<file path="config.mk">
export PLATFORM = sky130hd
export DESIGN_NAME = asc_top
export DESIGN_NICKNAME = d
export VERILOG_FILES = /design/src/asc_pkg.sv /design/src/asc_top.sv
export SDC_FILE = /design/constraint.sdc
export NUM_CORES = 1
export LEC_CHECK = 0
export ABC_AREA = 1
export BUFFER_PORTS_ARGS = -buffer_cell sky130_fd_sc_hd__buf_4
export CORE_ASPECT_RATIO = 0.8
export CORE_UTILIZATION = 25
export DETAILED_ROUTE_END_ITERATION = 8
export GPL_TIMING_DRIVEN = 0
export PLACE_DENSITY_LB_ADDON = 0.05
export SLEW_MARGIN = 20
export SYNTH_ARGS = -nofsm -noshare
export SYNTH_HDL_FRONTEND = slang
export SYNTH_SLANG_ARGS = --single-unit
</file>
<file path="constraint.sdc">
create_clock -name aclk -period 5.3 [get_ports aclk]
set_clock_uncertainty 0.15 [all_clocks]
set_input_delay 0.795 -clock aclk [delete_from_list [all_inputs] [get_ports aclk]]
set_output_delay 0.795 -clock aclk [all_outputs]
set_load 0.02 [all_outputs]
</file>
<file path="src/asc_pkg.sv">
package asc_pkg;

  // Bus geometry.
  localparam int ADDR_W = 8;
  localparam int DATA_W = 32;

  // Register byte offsets.
  localparam logic [7:0] OFF_MODE = 8'h00;
  localparam logic [7:0] OFF_CHSEL = 8'h04;
  localparam logic [7:0] OFF_RESULT = 8'h08;
  localparam logic [7:0] OFF_RESULT_HI = 8'h0C;
  localparam logic [7:0] OFF_PORT2 = 8'h10;
  localparam logic [7:0] OFF_STATUS = 8'h14;

  // Mode register fields; bits 6, 2 and 1 are not stored.
  localparam int MODE_RUN_BIT = 7;
  localparam int MODE_FR_LSB = 3;
  localparam int MODE_FR_W = 3;
  localparam int MODE_CMP_BIT = 0;
  localparam logic [7:0] MODE_WMASK = 8'hB9;
  localparam logic [7:0] MODE_RST = 8'h00;

  // Channel select, result and pin control fields.
  localparam int CHSEL_W = 2;
  localparam logic [1:0] CHSEL_RST = 2'h0;
  localparam int RES_W = 10;
  localparam int RES_HI_LSB = 2;
  localparam int PINS = 4;
  localparam logic [3:0] PORT2_RST = 4'h0;

  // Status register fields.
  localparam int STAT_DONE_BIT = 0;
  localparam int STAT_READY_BIT = 1;
  localparam int STAT_BUSY_BIT = 2;

  // AXI responses.
  localparam logic [1:0] RESP_OKAY = 2'h0;
  localparam logic [1:0] RESP_SLVERR = 2'h2;

  // Timing: clock period and comparator settle time.
  localparam int CLK_PERIOD_NS = 50;
  localparam int SETTLE_NS = 1000;
  localparam int SETTLE_CYC = (SETTLE_NS + CLK_PERIOD_NS - 1) / CLK_PERIOD_NS;
  localparam int SAMPLE_CYC = 8;
  localparam int BIT_CYC_BASE = 2;
  localparam int CNT_W = 10;

  // Converter sequencer states, Gray coded along idle-sample-convert.
  typedef enum logic [1:0] {
    ASC_IDLE = 2'b00,
    ASC_SAMPLE = 2'b01,
    ASC_CONVERT = 2'b11
  } asc_state_t;

endpackage : asc_pkg

</file>
<file path="src/asc_top.sv">
// Register access over AXI4-Lite and the register offsets were chosen for this implementation.
`timescale 1ns/1ps
// Overview of operation
// - Mode or channel select writes may leave the result undefined.
// - An analog-selected pin loses all of its digital functions.
// - Each conversion takes the time chosen by mode bits 5 to 3.
// - A result read meeting the update gets the old value first.
// - Mode or channel write at conversion end drops store and interrupt.
// - Each result carries ten bits of resolution.
// - Rewriting channel select leaves the done flag unchanged.
module asc_top #(
  parameter int SAMPLE_CYC = asc_pkg::SAMPLE_CYC,
  parameter int BIT_CYC_BASE = asc_pkg::BIT_CYC_BASE
) (
  input wire logic aclk,
  input wire logic aresetn,
  input wire logic [asc_pkg::ADDR_W-1:0] s_axi_awaddr,
  input wire logic s_axi_awvalid,
  output logic s_axi_awready,
  input wire logic [asc_pkg::DATA_W-1:0] s_axi_wdata,
  input wire logic [3:0] s_axi_wstrb,
  input wire logic s_axi_wvalid,
  output logic s_axi_wready,
  output logic [1:0] s_axi_bresp,
  output logic s_axi_bvalid,
  input wire logic s_axi_bready,
  input wire logic [asc_pkg::ADDR_W-1:0] s_axi_araddr,
  input wire logic s_axi_arvalid,
  output logic s_axi_arready,
  output logic [asc_pkg::DATA_W-1:0] s_axi_rdata,
  output logic [1:0] s_axi_rresp,
  output logic s_axi_rvalid,
  input wire logic s_axi_rready,
  input wire logic cmp_in,
  input wire logic [asc_pkg::PINS-1:0] port_in_raw,
  input wire logic [asc_pkg::PINS-1:0] port_oe_req,
  output logic [asc_pkg::PINS-1:0] port_in_gated,
  output logic [asc_pkg::PINS-1:0] port_oe_gated,
  output logic [asc_pkg::PINS-1:0] analog_pin_select_bits,
  output logic [asc_pkg::CHSEL_W-1:0] mux_sel,
  output logic [asc_pkg::RES_W-1:0] dac_code,
  output logic sample_en,
  output logic comparator_enable_bit,
  output logic conversion_done_irq
);

  ////////////////////////////////////////////////////////////////////////
  // Register state.
  logic [7:0] converter_mode_reg_ff;
  logic [asc_pkg::CHSEL_W-1:0] channel_select_reg_ff;
  logic [asc_pkg::RES_W-1:0] result_reg_full_ff;
  logic [asc_pkg::PINS-1:0] port2_mode_control_reg_ff;
  logic conversion_done_flag_ff;
  logic [4:0] settle_cnt_ff;

  // Bus state.
  logic aw_have_ff;
  logic w_have_ff;
  logic [asc_pkg::ADDR_W-1:0] awaddr_ff;
  logic [7:0] wdata_ff;
  logic wlane_ff;
  logic awready_ff;
  logic wready_ff;
  logic bvalid_ff;
  logic [1:0] bresp_ff;
  logic arready_ff;
  logic rvalid_ff;
  logic [asc_pkg::DATA_W-1:0] rdata_ff;
  logic [1:0] rresp_ff;

  // Converter state.
  asc_pkg::asc_state_t state_ff;
  logic [asc_pkg::CNT_W-1:0] cnt_ff;
  logic [3:0] bit_idx_ff;
  logic [asc_pkg::RES_W-1:0] sar_ff;
  logic [asc_pkg::RES_W-1:0] pend_res_ff;
  logic pend_ff;
  logic irq_ff;
  logic sample_ff;
  logic [asc_pkg::PINS-1:0] pin_in_ff;
  logic [asc_pkg::PINS-1:0] pin_oe_ff;

  ////////////////////////////////////////////////////////////////////////
  // Decode of the write that executes this cycle.
  logic wr_go;
  logic wr_mode;
  logic wr_chsel;
  logic wr_port2;
  logic wr_status;
  logic wr_hit;
  logic restart;
  assign wr_go = aw_have_ff & w_have_ff & ~bvalid_ff;
  assign wr_mode = wr_go & wlane_ff
    & (awaddr_ff[7:2] == asc_pkg::OFF_MODE[7:2]);
  assign wr_chsel = wr_go & wlane_ff
    & (awaddr_ff[7:2] == asc_pkg::OFF_CHSEL[7:2]);
  assign wr_port2 = wr_go & wlane_ff
    & (awaddr_ff[7:2] == asc_pkg::OFF_PORT2[7:2]);
  assign wr_status = wr_go & wlane_ff
    & (awaddr_ff[7:2] == asc_pkg::OFF_STATUS[7:2]);
  assign wr_hit = (awaddr_ff[7:2] <= asc_pkg::OFF_STATUS[7:2]);
  // A mode or channel write aborts and restarts the running conversion.
  assign restart = wr_mode | wr_chsel;

  // Read decode at the address handshake.
  logic ar_go;
  logic rd_result;
  logic rd_hit;
  logic [asc_pkg::DATA_W-1:0] rd_val;
  assign ar_go = s_axi_arvalid & arready_ff;
  assign rd_result = ar_go
    & ((s_axi_araddr[7:2] == asc_pkg::OFF_RESULT[7:2])
    | (s_axi_araddr[7:2] == asc_pkg::OFF_RESULT_HI[7:2]));
  assign rd_hit = (s_axi_araddr[7:2] <= asc_pkg::OFF_STATUS[7:2]);

  // Read multiplexer; unused upper bits read as zero.
  always_comb begin
    rd_val = '0;
    unique case (s_axi_araddr[7:2])
      asc_pkg::OFF_MODE[7:2]: rd_val[7:0] = converter_mode_reg_ff;
      asc_pkg::OFF_CHSEL[7:2]: rd_val[1:0] = channel_select_reg_ff;
      asc_pkg::OFF_RESULT[7:2]: rd_val[9:0] = result_reg_full_ff;
      asc_pkg::OFF_RESULT_HI[7:2]:
        rd_val[7:0] = result_reg_full_ff[9:asc_pkg::RES_HI_LSB];
      asc_pkg::OFF_PORT2[7:2]: rd_val[3:0] = port2_mode_control_reg_ff;
      asc_pkg::OFF_STATUS[7:2]: begin
        rd_val[asc_pkg::STAT_DONE_BIT] = conversion_done_flag_ff;
        rd_val[asc_pkg::STAT_READY_BIT] =
          (settle_cnt_ff == 5'(asc_pkg::SETTLE_CYC));
        rd_val[asc_pkg::STAT_BUSY_BIT] = (state_ff != asc_pkg::ASC_IDLE);
      end
      default: rd_val = '0;
    endcase
  end

  ////////////////////////////////////////////////////////////////////////
  // Write channels: address and data are taken in either order.
  always_ff @(posedge aclk) begin
    if (!aresetn) begin
      aw_have_ff <= 1'b0;
      w_have_ff <= 1'b0;
      awready_ff <= 1'b1;
      wready_ff <= 1'b1;
      awaddr_ff <= '0;
      wdata_ff <= 8'h00;
      wlane_ff <= 1'b0;
      bvalid_ff <= 1'b0;
      bresp_ff <= asc_pkg::RESP_OKAY;
    end else begin
      if (s_axi_awvalid && awready_ff) begin
        aw_have_ff <= 1'b1;
        awready_ff <= 1'b0;
        awaddr_ff <= s_axi_awaddr;
      end
      if (s_axi_wvalid && wready_ff) begin
        w_have_ff <= 1'b1;
        wready_ff <= 1'b0;
        wdata_ff <= s_axi_wdata[7:0];
        wlane_ff <= s_axi_wstrb[0];
      end
      if (wr_go) begin
        bvalid_ff <= 1'b1;
        bresp_ff <= wr_hit ? asc_pkg::RESP_OKAY : asc_pkg::RESP_SLVERR;
      end
      if (bvalid_ff && s_axi_bready) begin
        bvalid_ff <= 1'b0;
        aw_have_ff <= 1'b0;
        w_have_ff <= 1'b0;
        awready_ff <= 1'b1;
        wready_ff <= 1'b1;
      end
    end
  end

  // Read channel: data is captured at the address edge, one beat later.
  always_ff @(posedge aclk) begin
    if (!aresetn) begin
      arready_ff <= 1'b1;
      rvalid_ff <= 1'b0;
      rdata_ff <= '0;
      rresp_ff <= asc_pkg::RESP_OKAY;
    end else if (ar_go) begin
      arready_ff <= 1'b0;
      rvalid_ff <= 1'b1;
      rdata_ff <= rd_val;
      rresp_ff <= rd_hit ? asc_pkg::RESP_OKAY : asc_pkg::RESP_SLVERR;
    end else if (rvalid_ff && s_axi_rready) begin
      rvalid_ff <= 1'b0;
      arready_ff <= 1'b1;
    end
  end

  ////////////////////////////////////////////////////////////////////////
  // Software-written control registers.
  always_ff @(posedge aclk) begin
    if (!aresetn) begin
      converter_mode_reg_ff <= asc_pkg::MODE_RST;
      channel_select_reg_ff <= asc_pkg::CHSEL_RST;
      port2_mode_control_reg_ff <= asc_pkg::PORT2_RST;
    end else begin
      if (wr_mode) begin
        converter_mode_reg_ff <= wdata_ff & asc_pkg::MODE_WMASK;
      end
      // Only the channel field is kept; upper bits are expected zero.
      if (wr_chsel) begin
        channel_select_reg_ff <= wdata_ff[asc_pkg::CHSEL_W-1:0];
      end
      if (wr_port2) begin
        port2_mode_control_reg_ff <= wdata_ff[asc_pkg::PINS-1:0];
      end
    end
  end

  // Comparator settle timer; status shows when the start-up delay is met.
  always_ff @(posedge aclk) begin
    if (!aresetn) begin
      settle_cnt_ff <= 5'h00;
    end else if (!converter_mode_reg_ff[asc_pkg::MODE_CMP_BIT]) begin
      settle_cnt_ff <= 5'h00;
    end else if (settle_cnt_ff != 5'(asc_pkg::SETTLE_CYC)) begin
      settle_cnt_ff <= settle_cnt_ff + 5'h01;
    end
  end

  ////////////////////////////////////////////////////////////////////////
  // Converter sequencer.
  logic run;
  logic [asc_pkg::MODE_FR_W-1:0] fr;
  logic [asc_pkg::CNT_W-1:0] bit_cyc;
  logic [asc_pkg::RES_W-1:0] bit_mask;
  logic [asc_pkg::RES_W-1:0] sar_keep;
  logic eoc;
  assign run = converter_mode_reg_ff[asc_pkg::MODE_RUN_BIT];
  assign fr =
    converter_mode_reg_ff[asc_pkg::MODE_FR_LSB +: asc_pkg::MODE_FR_W];
  assign bit_cyc = asc_pkg::CNT_W'(BIT_CYC_BASE << fr);
  assign bit_mask = asc_pkg::RES_W'(10'h001 << bit_idx_ff);
  // A trial bit stays set when the comparator finds the input above it.
  assign sar_keep = cmp_in ? sar_ff : (sar_ff & ~bit_mask);
  assign eoc = (state_ff == asc_pkg::ASC_CONVERT) && (cnt_ff == '0)
    && (bit_idx_ff == 4'h0);

  // Conversions repeat back to back while the run bit is set.
  always_ff @(posedge aclk) begin
    if (!aresetn) begin
      state_ff <= asc_pkg::ASC_IDLE;
      cnt_ff <= '0;
      bit_idx_ff <= 4'h0;
      sar_ff <= '0;
      sample_ff <= 1'b0;
    end else if (restart || !run) begin
      state_ff <= asc_pkg::ASC_IDLE;
      sample_ff <= 1'b0;
    end else begin
      unique case (state_ff)
        asc_pkg::ASC_IDLE: begin
          state_ff <= asc_pkg::ASC_SAMPLE;
          cnt_ff <= asc_pkg::CNT_W'(SAMPLE_CYC - 1);
          sample_ff <= 1'b1;
        end
        asc_pkg::ASC_SAMPLE: begin
          if (cnt_ff == '0) begin
            state_ff <= asc_pkg::ASC_CONVERT;
            sample_ff <= 1'b0;
            bit_idx_ff <= 4'(asc_pkg::RES_W - 1);
            sar_ff <= 10'h200;
            cnt_ff <= bit_cyc - 1'b1;
          end else begin
            cnt_ff <= cnt_ff - 1'b1;
          end
        end
        asc_pkg::ASC_CONVERT: begin
          if (cnt_ff != '0) begin
            cnt_ff <= cnt_ff - 1'b1;
          end else if (bit_idx_ff == 4'h0) begin
            sar_ff <= sar_keep;
            state_ff <= asc_pkg::ASC_SAMPLE;
            cnt_ff <= asc_pkg::CNT_W'(SAMPLE_CYC - 1);
            sample_ff <= 1'b1;
          end else begin
            sar_ff <= sar_keep | (bit_mask >> 1);
            bit_idx_ff <= bit_idx_ff - 4'h1;
            cnt_ff <= bit_cyc - 1'b1;
          end
        end
      endcase
    end
  end

  ////////////////////////////////////////////////////////////////////////
  // Result store, done flag and interrupt pulse.
  logic store_now;
  logic store_go;
  logic [asc_pkg::RES_W-1:0] store_val;
  assign store_now = eoc & ~restart;
  assign store_go = (store_now & ~rd_result) | pend_ff;
  assign store_val = pend_ff ? pend_res_ff : sar_keep;

  always_ff @(posedge aclk) begin
    if (!aresetn) begin
      pend_ff <= 1'b0;
      pend_res_ff <= '0;
      result_reg_full_ff <= '0;
    end else begin
      pend_ff <= store_now & rd_result;
      if (store_now && rd_result) begin
        pend_res_ff <= sar_keep;
      end
      if (store_go) begin
        result_reg_full_ff <= store_val;
      end
    end
  end

  // Hardware set beats a software clear landing in the same cycle.
  always_ff @(posedge aclk) begin
    if (!aresetn) begin
      conversion_done_flag_ff <= 1'b0;
      irq_ff <= 1'b0;
    end else begin
      irq_ff <= store_go;
      if (store_go) begin
        conversion_done_flag_ff <= 1'b1;
      end else if (wr_status && wdata_ff[asc_pkg::STAT_DONE_BIT]) begin
        conversion_done_flag_ff <= 1'b0;
      end
    end
  end

  ////////////////////////////////////////////////////////////////////////
  // Analog pins lose digital use
  always_ff @(posedge aclk) begin
    if (!aresetn) begin
      pin_in_ff <= '0;
      pin_oe_ff <= '0;
    end else begin
      pin_in_ff <= port_in_raw & ~port2_mode_control_reg_ff;
      pin_oe_ff <= port_oe_req & ~port2_mode_control_reg_ff;
    end
  end

  // Outputs, each taken straight from a flip-flop.
  assign s_axi_awready = awready_ff;
  assign s_axi_wready = wready_ff;
  assign s_axi_bvalid = bvalid_ff;
  assign s_axi_bresp = bresp_ff;
  assign s_axi_arready = arready_ff;
  assign s_axi_rvalid = rvalid_ff;
  assign s_axi_rdata = rdata_ff;
  assign s_axi_rresp = rresp_ff;
  assign port_in_gated = pin_in_ff;
  assign port_oe_gated = pin_oe_ff;
  assign analog_pin_select_bits = port2_mode_control_reg_ff;
  assign mux_sel = channel_select_reg_ff;
  assign dac_code = sar_ff;
  assign sample_en = sample_ff;
  assign comparator_enable_bit = converter_mode_reg_ff[asc_pkg::MODE_CMP_BIT];
  assign conversion_done_irq = irq_ff;

endmodule : asc_top

</file>
==> results of run 1 <==
## metal layers
layer	global-route usage, %	part of all wire (%)
met4	3.86	1.2
met5	0	0
met1	21.8	52
met3	3.07	4.5
met2	22.9	42
## registers in the layout (all words and copies together) (netlist names), 2 cells and up
name	flops
result_reg_full_ff	10
bit_idx_ff	4
dac_code	10
wdata_ff	7
cnt_ff	10
s_axi_rdata	10
port_in_gated	4
awaddr_ff	6
pend_res_ff	10
converter_mode_reg_ff	5
mux_sel	2
port_oe_gated	4
settle_cnt_ff	5
analog_pin_select_bits	4
state_ff	2
## power breakdown
| part | switching, W | internal, W |
|---|---|---|
| Sequential | 0.0000140 | 0.000824 |
| Combinational | 0.000101 | 0.0000637 |
| Clock | 0.000335 | 0.000482 |
## cells in the final DEF, fill, tap and decap left out, types with 3 or more instances in the layout
master,instances
a211oi_1,4
a21oi_1,67
a21oi_2,4
a31oi_1,6
buf_2,3
buf_4,103
buf_6,3
bufinv_16,3
clkbuf_1,15
clkbuf_16,9
conb_1,24
dfxtp_1,107
ha_1,10
inv_1,72
inv_2,10
nand2_1,138
nand2_2,11
nand2_4,4
nand3_1,52
nand3b_1,4
nand4_1,8
nor2_1,94
nor2_2,9
nor2_4,7
nor3_1,6
o211ai_1,3
o21ai_0,72
or2_2,4
xor2_1,4
## area by class of cell
cell class                 instances  area [µm²]
fill                            2298       14200
clock inverter                     6         119
tap                              269         337
timing repair buffer              78         586
inverter                          83         317
clock buffer                      10         239
buffer                            49         320
multi-input combinational        546        2760
sequential                       107        2140
## how the worst max path moves through the flow
stage / from / endpoint
final: bit_idx_ff[0] / result_reg_full_ff[4]
after CTS: aresetn / converter_mode_reg_ff[7]
after floorplan: s_axi_araddr[5] / pend_res_ff[5]
after detailed placement: aresetn / converter_mode_reg_ff[7]
after global routing: bit_idx_ff[0] / result_reg_full_ff[3]
after global placement: aresetn / dac_code[6]
## metrics by stage
step	setup slack (ps)	area [µm²]
floorplan	3260	5540
global placement	2670	6460
detailed placement	2670	6460
CTS	3040	6820
global route	2940	6820
finish	3010	6820
## critical path, cell delays in order, from the launching register on
cell     delay, ps
dfxtp_1        350
inv_1          160
ha_1           370
nand3_1        160
o21ai_0        640
o21ai_0        160
nor2_1         150
nor2_1          50
## cells by family after synthesis
family	share of synthesized area [%]
AND/OR/NAND/NOR	30.2
adder cells (fa/ha/maj)	2.30
XOR/XNOR	0.803
other	0.0688
buffers and inverters	11.7
flip-flops	39.3
AO/OA/AOI/OAI	15.7
==> impl_metrics.toml, run 1 <==
[cts]
worstSkewPairLatency_ps = 360
clk_pin_slew_ps = 70
cts_resized = 0
cts_tree = "done"
htreeDepth = 3
cts_root_buf = "clkbuf_16"
postCtsHoldBufs = 0
cts.sinks = 107
cts_inserted_buffers = 9
clockBufferDepth = 2
cts_setup_buffers = 0

[timing]
fmax_ghz = 0.437
hold_slack_ps = 318
worst_slew_margin_rel_pct = 44.7
fin_crit_sh_pct = 43.1
setup_viol = 0
tns_ps = 0
slew_viol_final = 0
worst_pin_slew_ps = 830
hold_violations = 0
period_minus_slack_ps = 2290
rsz0062_at_grt = "no"

[global_route]
first_global_vias = 4761
grt_overflow = 0
antenna_found_initial = 0
grt_pass1_wl_um = 26300
grtUsageTotal_pct = 15.1
grt_max_degree = 19

[setup_path]
worstPathRequired_ps = 5400
reg2reg_from = "bit_idx_ff[0]"
rr_worst_depth = 7
cp-start-kind = "flip-flop"
r2r_setup_slack_ps = 3010
end_kind = "flip-flop"
rr_endpoint = "result_reg_full_ff[4]"
arrival_ps = 2390
crit_type = "reg -> reg"
path_max_fanout = 6

[detailed_routing]
viasPerCell = 4.47
drt_pre_antenna_iters = 5
ant_nets = 0
avgRoutedWirePerCell_um = 14.5
drc = 0
drt-total-wl_um = 16600
drt_iter0_drc = 294
vias = 5126

[synthesis]
yosysTopAreaCell = "dfxtp_1"
netlist_area_mm2 = 0.00545
yosys_warnings = 0
syn_area_per_cell_um2 = 7.15
ys_seq_area_share_pct = 39.3
async_reset_ff_share_pct = 0
synth_edf_count = 0
synth_cell_types = 42
ys.flop_type = "dfxtp_1"
synth-seq-cells = 107
yosysMostFrequentCell = "nand2_1"
synth_top_area_share_pct = 39.3
synth_commonest_cells = "nand2_1 (138), dfxtp_1 (107), nor2_1 (94)"
synthCells = 762
yosys-top-cells-area = "dfxtp_1 (39%), nand2_1 (9.5%), o21ai_0 (6.6%)"

[worst_hold_path]
hp-start = "s_axi_bresp[1]"
hold_path_depth = 2
hp-class = "reg -> reg"
min_to = "s_axi_bresp[1]"

[floorplanning]
die_area_mm2 = 0.0224
die_y_um = 134
start_util_pct = 25.9
chipWidth_um = 167
ioPinCount = 136
core_mm2 = 0.0211
num_rows = 47

[placed_design]
hpwl_um = 12800
port_buffers = 78
gp_congestion = 0.813
dp.cells = 1132

[layout]
syn2layout_area_growth_pct = 25.1
num_antenna_cells = 0
drive_gt1_share_pct = 21.0
utilization_pct = 32.4
layout.nets = 952
fin_cells = 1148

[pwr]
power_w = 0.00182
powerDensity_mw_per_mm2 = 267
vdd_ir_drop_max_mv = 0.146
p_leak_nw = 3.02

[outcome]
status = "complete, no violations"

[run]
drv_cap = 0
No activity file was read; power rests on OpenSTA's default activity.
==> run 2, diff against run 1 <==
- ABC_AREA: 1 -> 0
- clock period: 5.3 -> 2.38 ns (I/O delays scaled with it)
==> run 2 against run 1 <==
  * Clock power rose by 79%
  * Synthesized cell count fell by 17%
  * Count of clock-buffer cells in the layout did not move
  * Combinational power rose by 94%
  * Hold slack got worse by 240 ps
  * Register-to-register slack got worse by 3000 ps
  * Wire length rose by 0.41%
  * Critical path type unchanged
  * Highest routed layer unchanged
==> impl_metrics.toml, run 2 <==
[synthesis]
yosysMostFrequentCell = "dfxtp_1"
yosys_warnings = 0
synth_commonest_cells = "dfxtp_1 (107), a21oi_1 (70), nand2_1 (65)"
synth_top_area_share_pct = 40.6
netlist_area_mm2 = 0.00528
ys.flop_type = "dfxtp_1"
ys_seq_area_share_pct = 40.6
yosys-top-cells-area = "dfxtp_1 (41%), a21oi_1 (6.6%), mux2i_1 (5.1%)"
async_reset_ff_share_pct = 0
synth_cell_types = 64
syn_area_per_cell_um2 = 8.35
synth_edf_count = 0
yosysTopAreaCell = "dfxtp_1"
synthCells = 632
synth-seq-cells = 107

[global_route]
grtUsageTotal_pct = 15.7
first_global_vias = 4535
grt_pass1_wl_um = 25800
grt_max_degree = 19
antenna_found_initial = 0
grt_overflow = 0

[placed_design]
place_area_mm2 = 0.00627
port_buffers = 76
hpwl_um = 12400
gp_congestion = 0.820

[cts]
cts_root_buf = "clkbuf_16"
clockBufferDepth = 2
clk_pin_slew_ps = 70
cts_inserted_buffers = 9
cts.sinks = 107
cts_tree = "done"
worstSkewPairLatency_ps = 360
htreeDepth = 3

[detailed_routing]
drc = 0
vias = 4867
drt_pre_antenna_iters = 4
drt_iter0_drc = 216
ant_nets = 0
viasPerCell = 4.73
drt-total-wl_um = 16700
avgRoutedWirePerCell_um = 16.2

[layout]
num-fill-cells = 2195
final_cell_mix = "buf_4 (116), dfxtp_1 (105), a21oi_1 (70), nand2_1 (65), o21ai_0 (41)"
syn2layout_area_growth_pct = 28.5
finalInstanceArea_mm2 = 0.00678
utilization_pct = 32.8
num_antenna_cells = 0
layout.nets = 834
final_common_cell = "buf_4"
drive_gt1_share_pct = 22.6

[setup_path]
endpoint = "result_reg_full_ff[1]"
arrival_ps = 2410
cp-start-kind = "flip-flop"
rr_worst_depth = 7
crit_type = "reg -> reg"
rr_endpoint = "result_reg_full_ff[1]"
end_kind = "flip-flop"
path_max_fanout = 5
cp-startpoint = "awaddr_ff[6]"
r2r_setup_slack_ps = 60
worstPathRequired_ps = 2480
reg2reg_from = "awaddr_ff[6]"

[floorplanning]
die_y_um = 132
ioPinCount = 136
num_rows = 47
core_mm2 = 0.0207
start_util_pct = 25.5
chipWidth_um = 164
die_area_mm2 = 0.0217

[pwr]
vdd_ir_drop_max_mv = 0.325
powerDensity_mw_per_mm2 = 534
p_leak_nw = 2.70

[timing]
worst_pin_slew_ps = 796
fin_crit_sh_pct = 97.4
rsz0062_at_grt = "yes"
hold_violations = 0
slew_viol_final = 0
setup_viol = 0
period_minus_slack_ps = 2320
worst_slew_margin_rel_pct = 46.9
fmax_ghz = 0.432
tns_ps = 0

[outcome]
status = "complete, no violations"

[worst_hold_path]
hp-class = "in -> reg"

[run]
drv_cap = 0
## run 2: cell types whose count changed after synthesis, moves of 15 or more
cell / change
nand2_1: -73
inv_1: -59
mux2i_1: +27
o21ai_0: -28
nand3_1: -15
nor2_1: -54
## run 2: worst min path at each step
stage               slack (ps)          endpoint  depth (start not counted)      startpoint
floorplan                  290    pend_res_ff[0]                          2  pend_res_ff[0]
global placement           300    pend_res_ff[8]                          2  pend_res_ff[8]
detailed placement         300    pend_res_ff[9]                          2  pend_res_ff[9]
CTS                         70  port_oe_gated[3]                          2  port_oe_req[3]
global route                80  port_oe_gated[3]                          2  port_oe_req[3]
finish                      80  port_oe_gated[3]                          2  port_oe_req[3]
## run 2: critical path: stages (launching register included)
cell     delay, ps
dfxtp_1        330
or4_4          600
nor3_2         450
o41ai_4        140
buf_4          180
buf_4          130
o21ai_0        160
a21oi_1         60
## run 2: report_power, final
group	total (W)	switching, W	internal [W]
logic	0.000320	0.000193	0.000127
clock network	0.00146	0.000739	0.000719
registers	0.00184	0.0000225	0.00182
## run 2: kinds of logic (layout without fill, tap and decap cells)
family,Yosys count,count (layout),share of synthesized area (%)
AO/OA/AOI/OAI,163,163,18.5
adder cells (fa/ha/maj),10,10,2.37
multiplexers,31,31,5.98
XOR/XNOR,6,6,0.996
flip-flops,107,107,40.6
AND/OR/NAND/NOR,237,237,23.8
buffers and inverters,77,183,7.61
other,1,24,0.0711
## run 2: what timing repair did
action,CTS,global route
endpoints found under the setup margin,33,52
setup buffers,11,3
pin swaps,5,5
cloned,1,0
hold buffers,0,0
gates resized for setup,24,17
## run 2: layout make-up
type / instances / area, µm² / area share (%)
Clock buffer: 10 / 229 / 3.38
Inverter: 13 / 53.8 / 0.794
Tap cell: 269 / 337 / 4.96
Timing Repair Buffer: 91 / 703 / 10.4
Multi-Input combinational cell: 471 / 2880 / 42.5
Clock inverter: 6 / 47.5 / 0.701
Buffer: 63 / 377 / 5.55
Sequential cell: 107 / 2150 / 31.7
## run 2: layer usage
metal	track usage, %	part of all wire (%)	routed length, µm	vias to the layer above
met1	22.8	50	8350	2300
met3	2.96	4.8	800	11
li1	-	-	-	2437
met5	0	0	0	-
met2	23.4	44	7330	119
met4	4.33	1.1	182	0
## run 2: metrics by stage
stage | hold slack [ps] | total power, W | setup slack (ps) | cells
after floorplan | 285 | 0.00208 | 50.1 | 655
after global placement | 295 | 0.00220 | -427 | 1000
after detailed placement | 300 | 0.00221 | -416 | 1000
after CTS | 68.8 | 0.00367 | -12.4 | 1028
after global routing | 81.2 | 0.00377 | -22.3 | 1030
final | 77.3 | 0.00362 | 63.0 | 1030
==> run 3, diff against run 2 <==
- CORE_ASPECT_RATIO: 0.8 -> not set
==> run 3 against run 2 <==
  * Fmax up 1.0%
  * Largest cell class unchanged
  * Critical path type unchanged
  * Worst setup slack better by 23 ps
  * Design area up 0.13%
  * Clock power up 14%
  * Sequential share of layout area about the same
  * Final cell count about the same
==> impl_metrics.toml, run 3 (synthesis results as in run 2) <==
[layout]
finalInstanceArea_mm2 = 0.00679
final_common_cell = "buf_4"
syn2layout_area_growth_pct = 28.7
drive_gt1_share_pct = 22.0
layout.nets = 833
num_antenna_cells = 0
final_cell_mix = "buf_4 (116), dfxtp_1 (105), a21oi_1 (70), nand2_1 (65), o21ai_0 (43)"

[timing]
slew_viol_final = 0
hold_violations = 0
fin_crit_sh_pct = 96.4
fmax_ghz = 0.436
tns_ps = 0
setup_viol = 0
worst_pin_slew_ps = 778
setup_ws_ps = 86.0
worst_slew_margin_rel_pct = 47.7
hold_slack_ps = 109
rsz0062_at_grt = "no"
period_minus_slack_ps = 2290

[placed_design]
gp_congestion = 0.789
place_area_mm2 = 0.00627
dp_slack_ps = -364
port_buffers = 76
hpwl_um = 12400

[outcome]
status = "complete, no violations"

[detailed_routing]
ant_nets = 0
vias = 4783
drt_iter0_drc = 224
drt_pre_antenna_iters = 4
drt-total-wl_um = 16600
avgRoutedWirePerCell_um = 16.2
drc = 0
viasPerCell = 4.65

[setup_path]
slowest_delay_ps = 370
crit_family = "simple AND/OR/NAND/NOR gates"
arrival_ps = 2390
cp-start-kind = "flip-flop"
path_cells = "inv_2, ha_4, or3b_4, buf_6, or2_4, nor4_4, buf_6, buf_2, o21ai_0"
worstPathRequired_ps = 2470
rr_worst_depth = 9
cp_num_buf_inv = 4
rr_endpoint = "pend_res_ff[3]"
cp_slowest_cell = "dfxtp_4"
crit_type = "reg -> reg"
cpMostUsedCell = "buf_6"
reg2reg_from = "bit_idx_ff[0]"
crit_cells = 9
end_kind = "flip-flop"
path_max_fanout = 7
r2r_setup_slack_ps = 90

[worst_hold_path]
hold_path_depth = 2
min_to = "port_in_gated[3]"
hp-start = "port_in_raw[3]"
hp-class = "in -> reg"

[global_route]
grt_use_met1_pct = 21.2
gr-usage-met2_pct = 25.7
grt_overflow = 0
grtUsageTotal_pct = 15.6
antenna_found_initial = 0
grtUsageMet3_pct = 2.70
grt-busiest-layer = "met2"
first_global_vias = 4586
grt_pass1_wl_um = 26200
grt_max_degree = 19

[run]
drv_cap = 0

[pwr]
power_w = 0.00383
powerDensity_mw_per_mm2 = 564
p_leak_nw = 2.72
vdd_ir_drop_max_mv = 0.392

[cts]
cts_root_buf = "clkbuf_16"
cts.sinks = 107
worstSkewPairLatency_ps = 350
clk_pin_slew_ps = 80
htreeDepth = 3
clockBufferDepth = 2
cts_tree = "done"
cts_inserted_buffers = 9
postCtsHoldBufs = 0

[floorplanning]
num_rows = 52
start_util_pct = 25.8
die_y_um = 147
core_mm2 = 0.0204
chipWidth_um = 147
die_area_mm2 = 0.0217
ioPinCount = 136
run 3: changes by cell type in the layout (fill, tap and decap cells not counted), sizes merged:
cell,before,now
buf,129,127
bufinv,0,2
clkinv,0,1
clkinvlp,4,0
inv,15,16
run 3: worst max-delay path by stage:
stage                                       end           from  slack, ps
final                            pend_res_ff[3]  bit_idx_ff[0]         90
after global routing      result_reg_full_ff[9]  bit_idx_ff[0]          3
after CTS                         bit_idx_ff[2]   s_axi_bvalid          1
after detailed placement         pend_res_ff[6]  bit_idx_ff[0]       -360
after global placement           pend_res_ff[6]  bit_idx_ff[0]       -310
after floorplan           result_reg_full_ff[2]  bit_idx_ff[0]         50
run 3: per-layer routing:
| layer | vias to the layer above | wire length, µm | part of all wire [%] |
|---|---|---|---|
| met5 | - | 0 | 0 |
| met3 | 10 | 533 | 3.2 |
| met2 | 87 | 7860 | 47 |
| li1 | 2435 | - | - |
| met1 | 2251 | 8070 | 49 |
| met4 | 0 | 153 | 0.92 |
run 3: final cells by class:
| type | instances | area, µm² |
|---|---|---|
| flip-flops and latches | 107 | 2150 |
| repair buffers | 90 | 677 |
| well taps | 270 | 338 |
| multi-input cells | 471 | 2880 |
| clock inverters | 6 | 95.1 |
| clock buffers | 9 | 225 |
| plain buffers | 63 | 377 |
| inverters | 13 | 51.3 |
| fillers | 2186 | 13600 |
run 3: stage by stage:
step / std cells / util [%]
floorplan: 655 / -
global placement: 1001 / 30.7
detailed placement: 1001 / 30.7
CTS: 1023 / 32.7
global route: 1029 / 33.2
finish: 1029 / 33.2
run 3: timing repair:
| action | CTS | global route |
|---|---|---|
| gates resized for setup | 15 | 19 |
| setup endpoints to repair | 36 | 47 |
| cloned | 1 | 1 |
| setup buffers | 7 | 5 |
| pin swaps | 3 | 3 |
run 3: where the power goes:
| part | switching, W | internal [W] |
|---|---|---|
| logic | 0.000192 | 0.000127 |
| registers | 0.0000228 | 0.00182 |
| clock network | 0.000736 | 0.000932 |
| total | 0.000951 | 0.00288 |
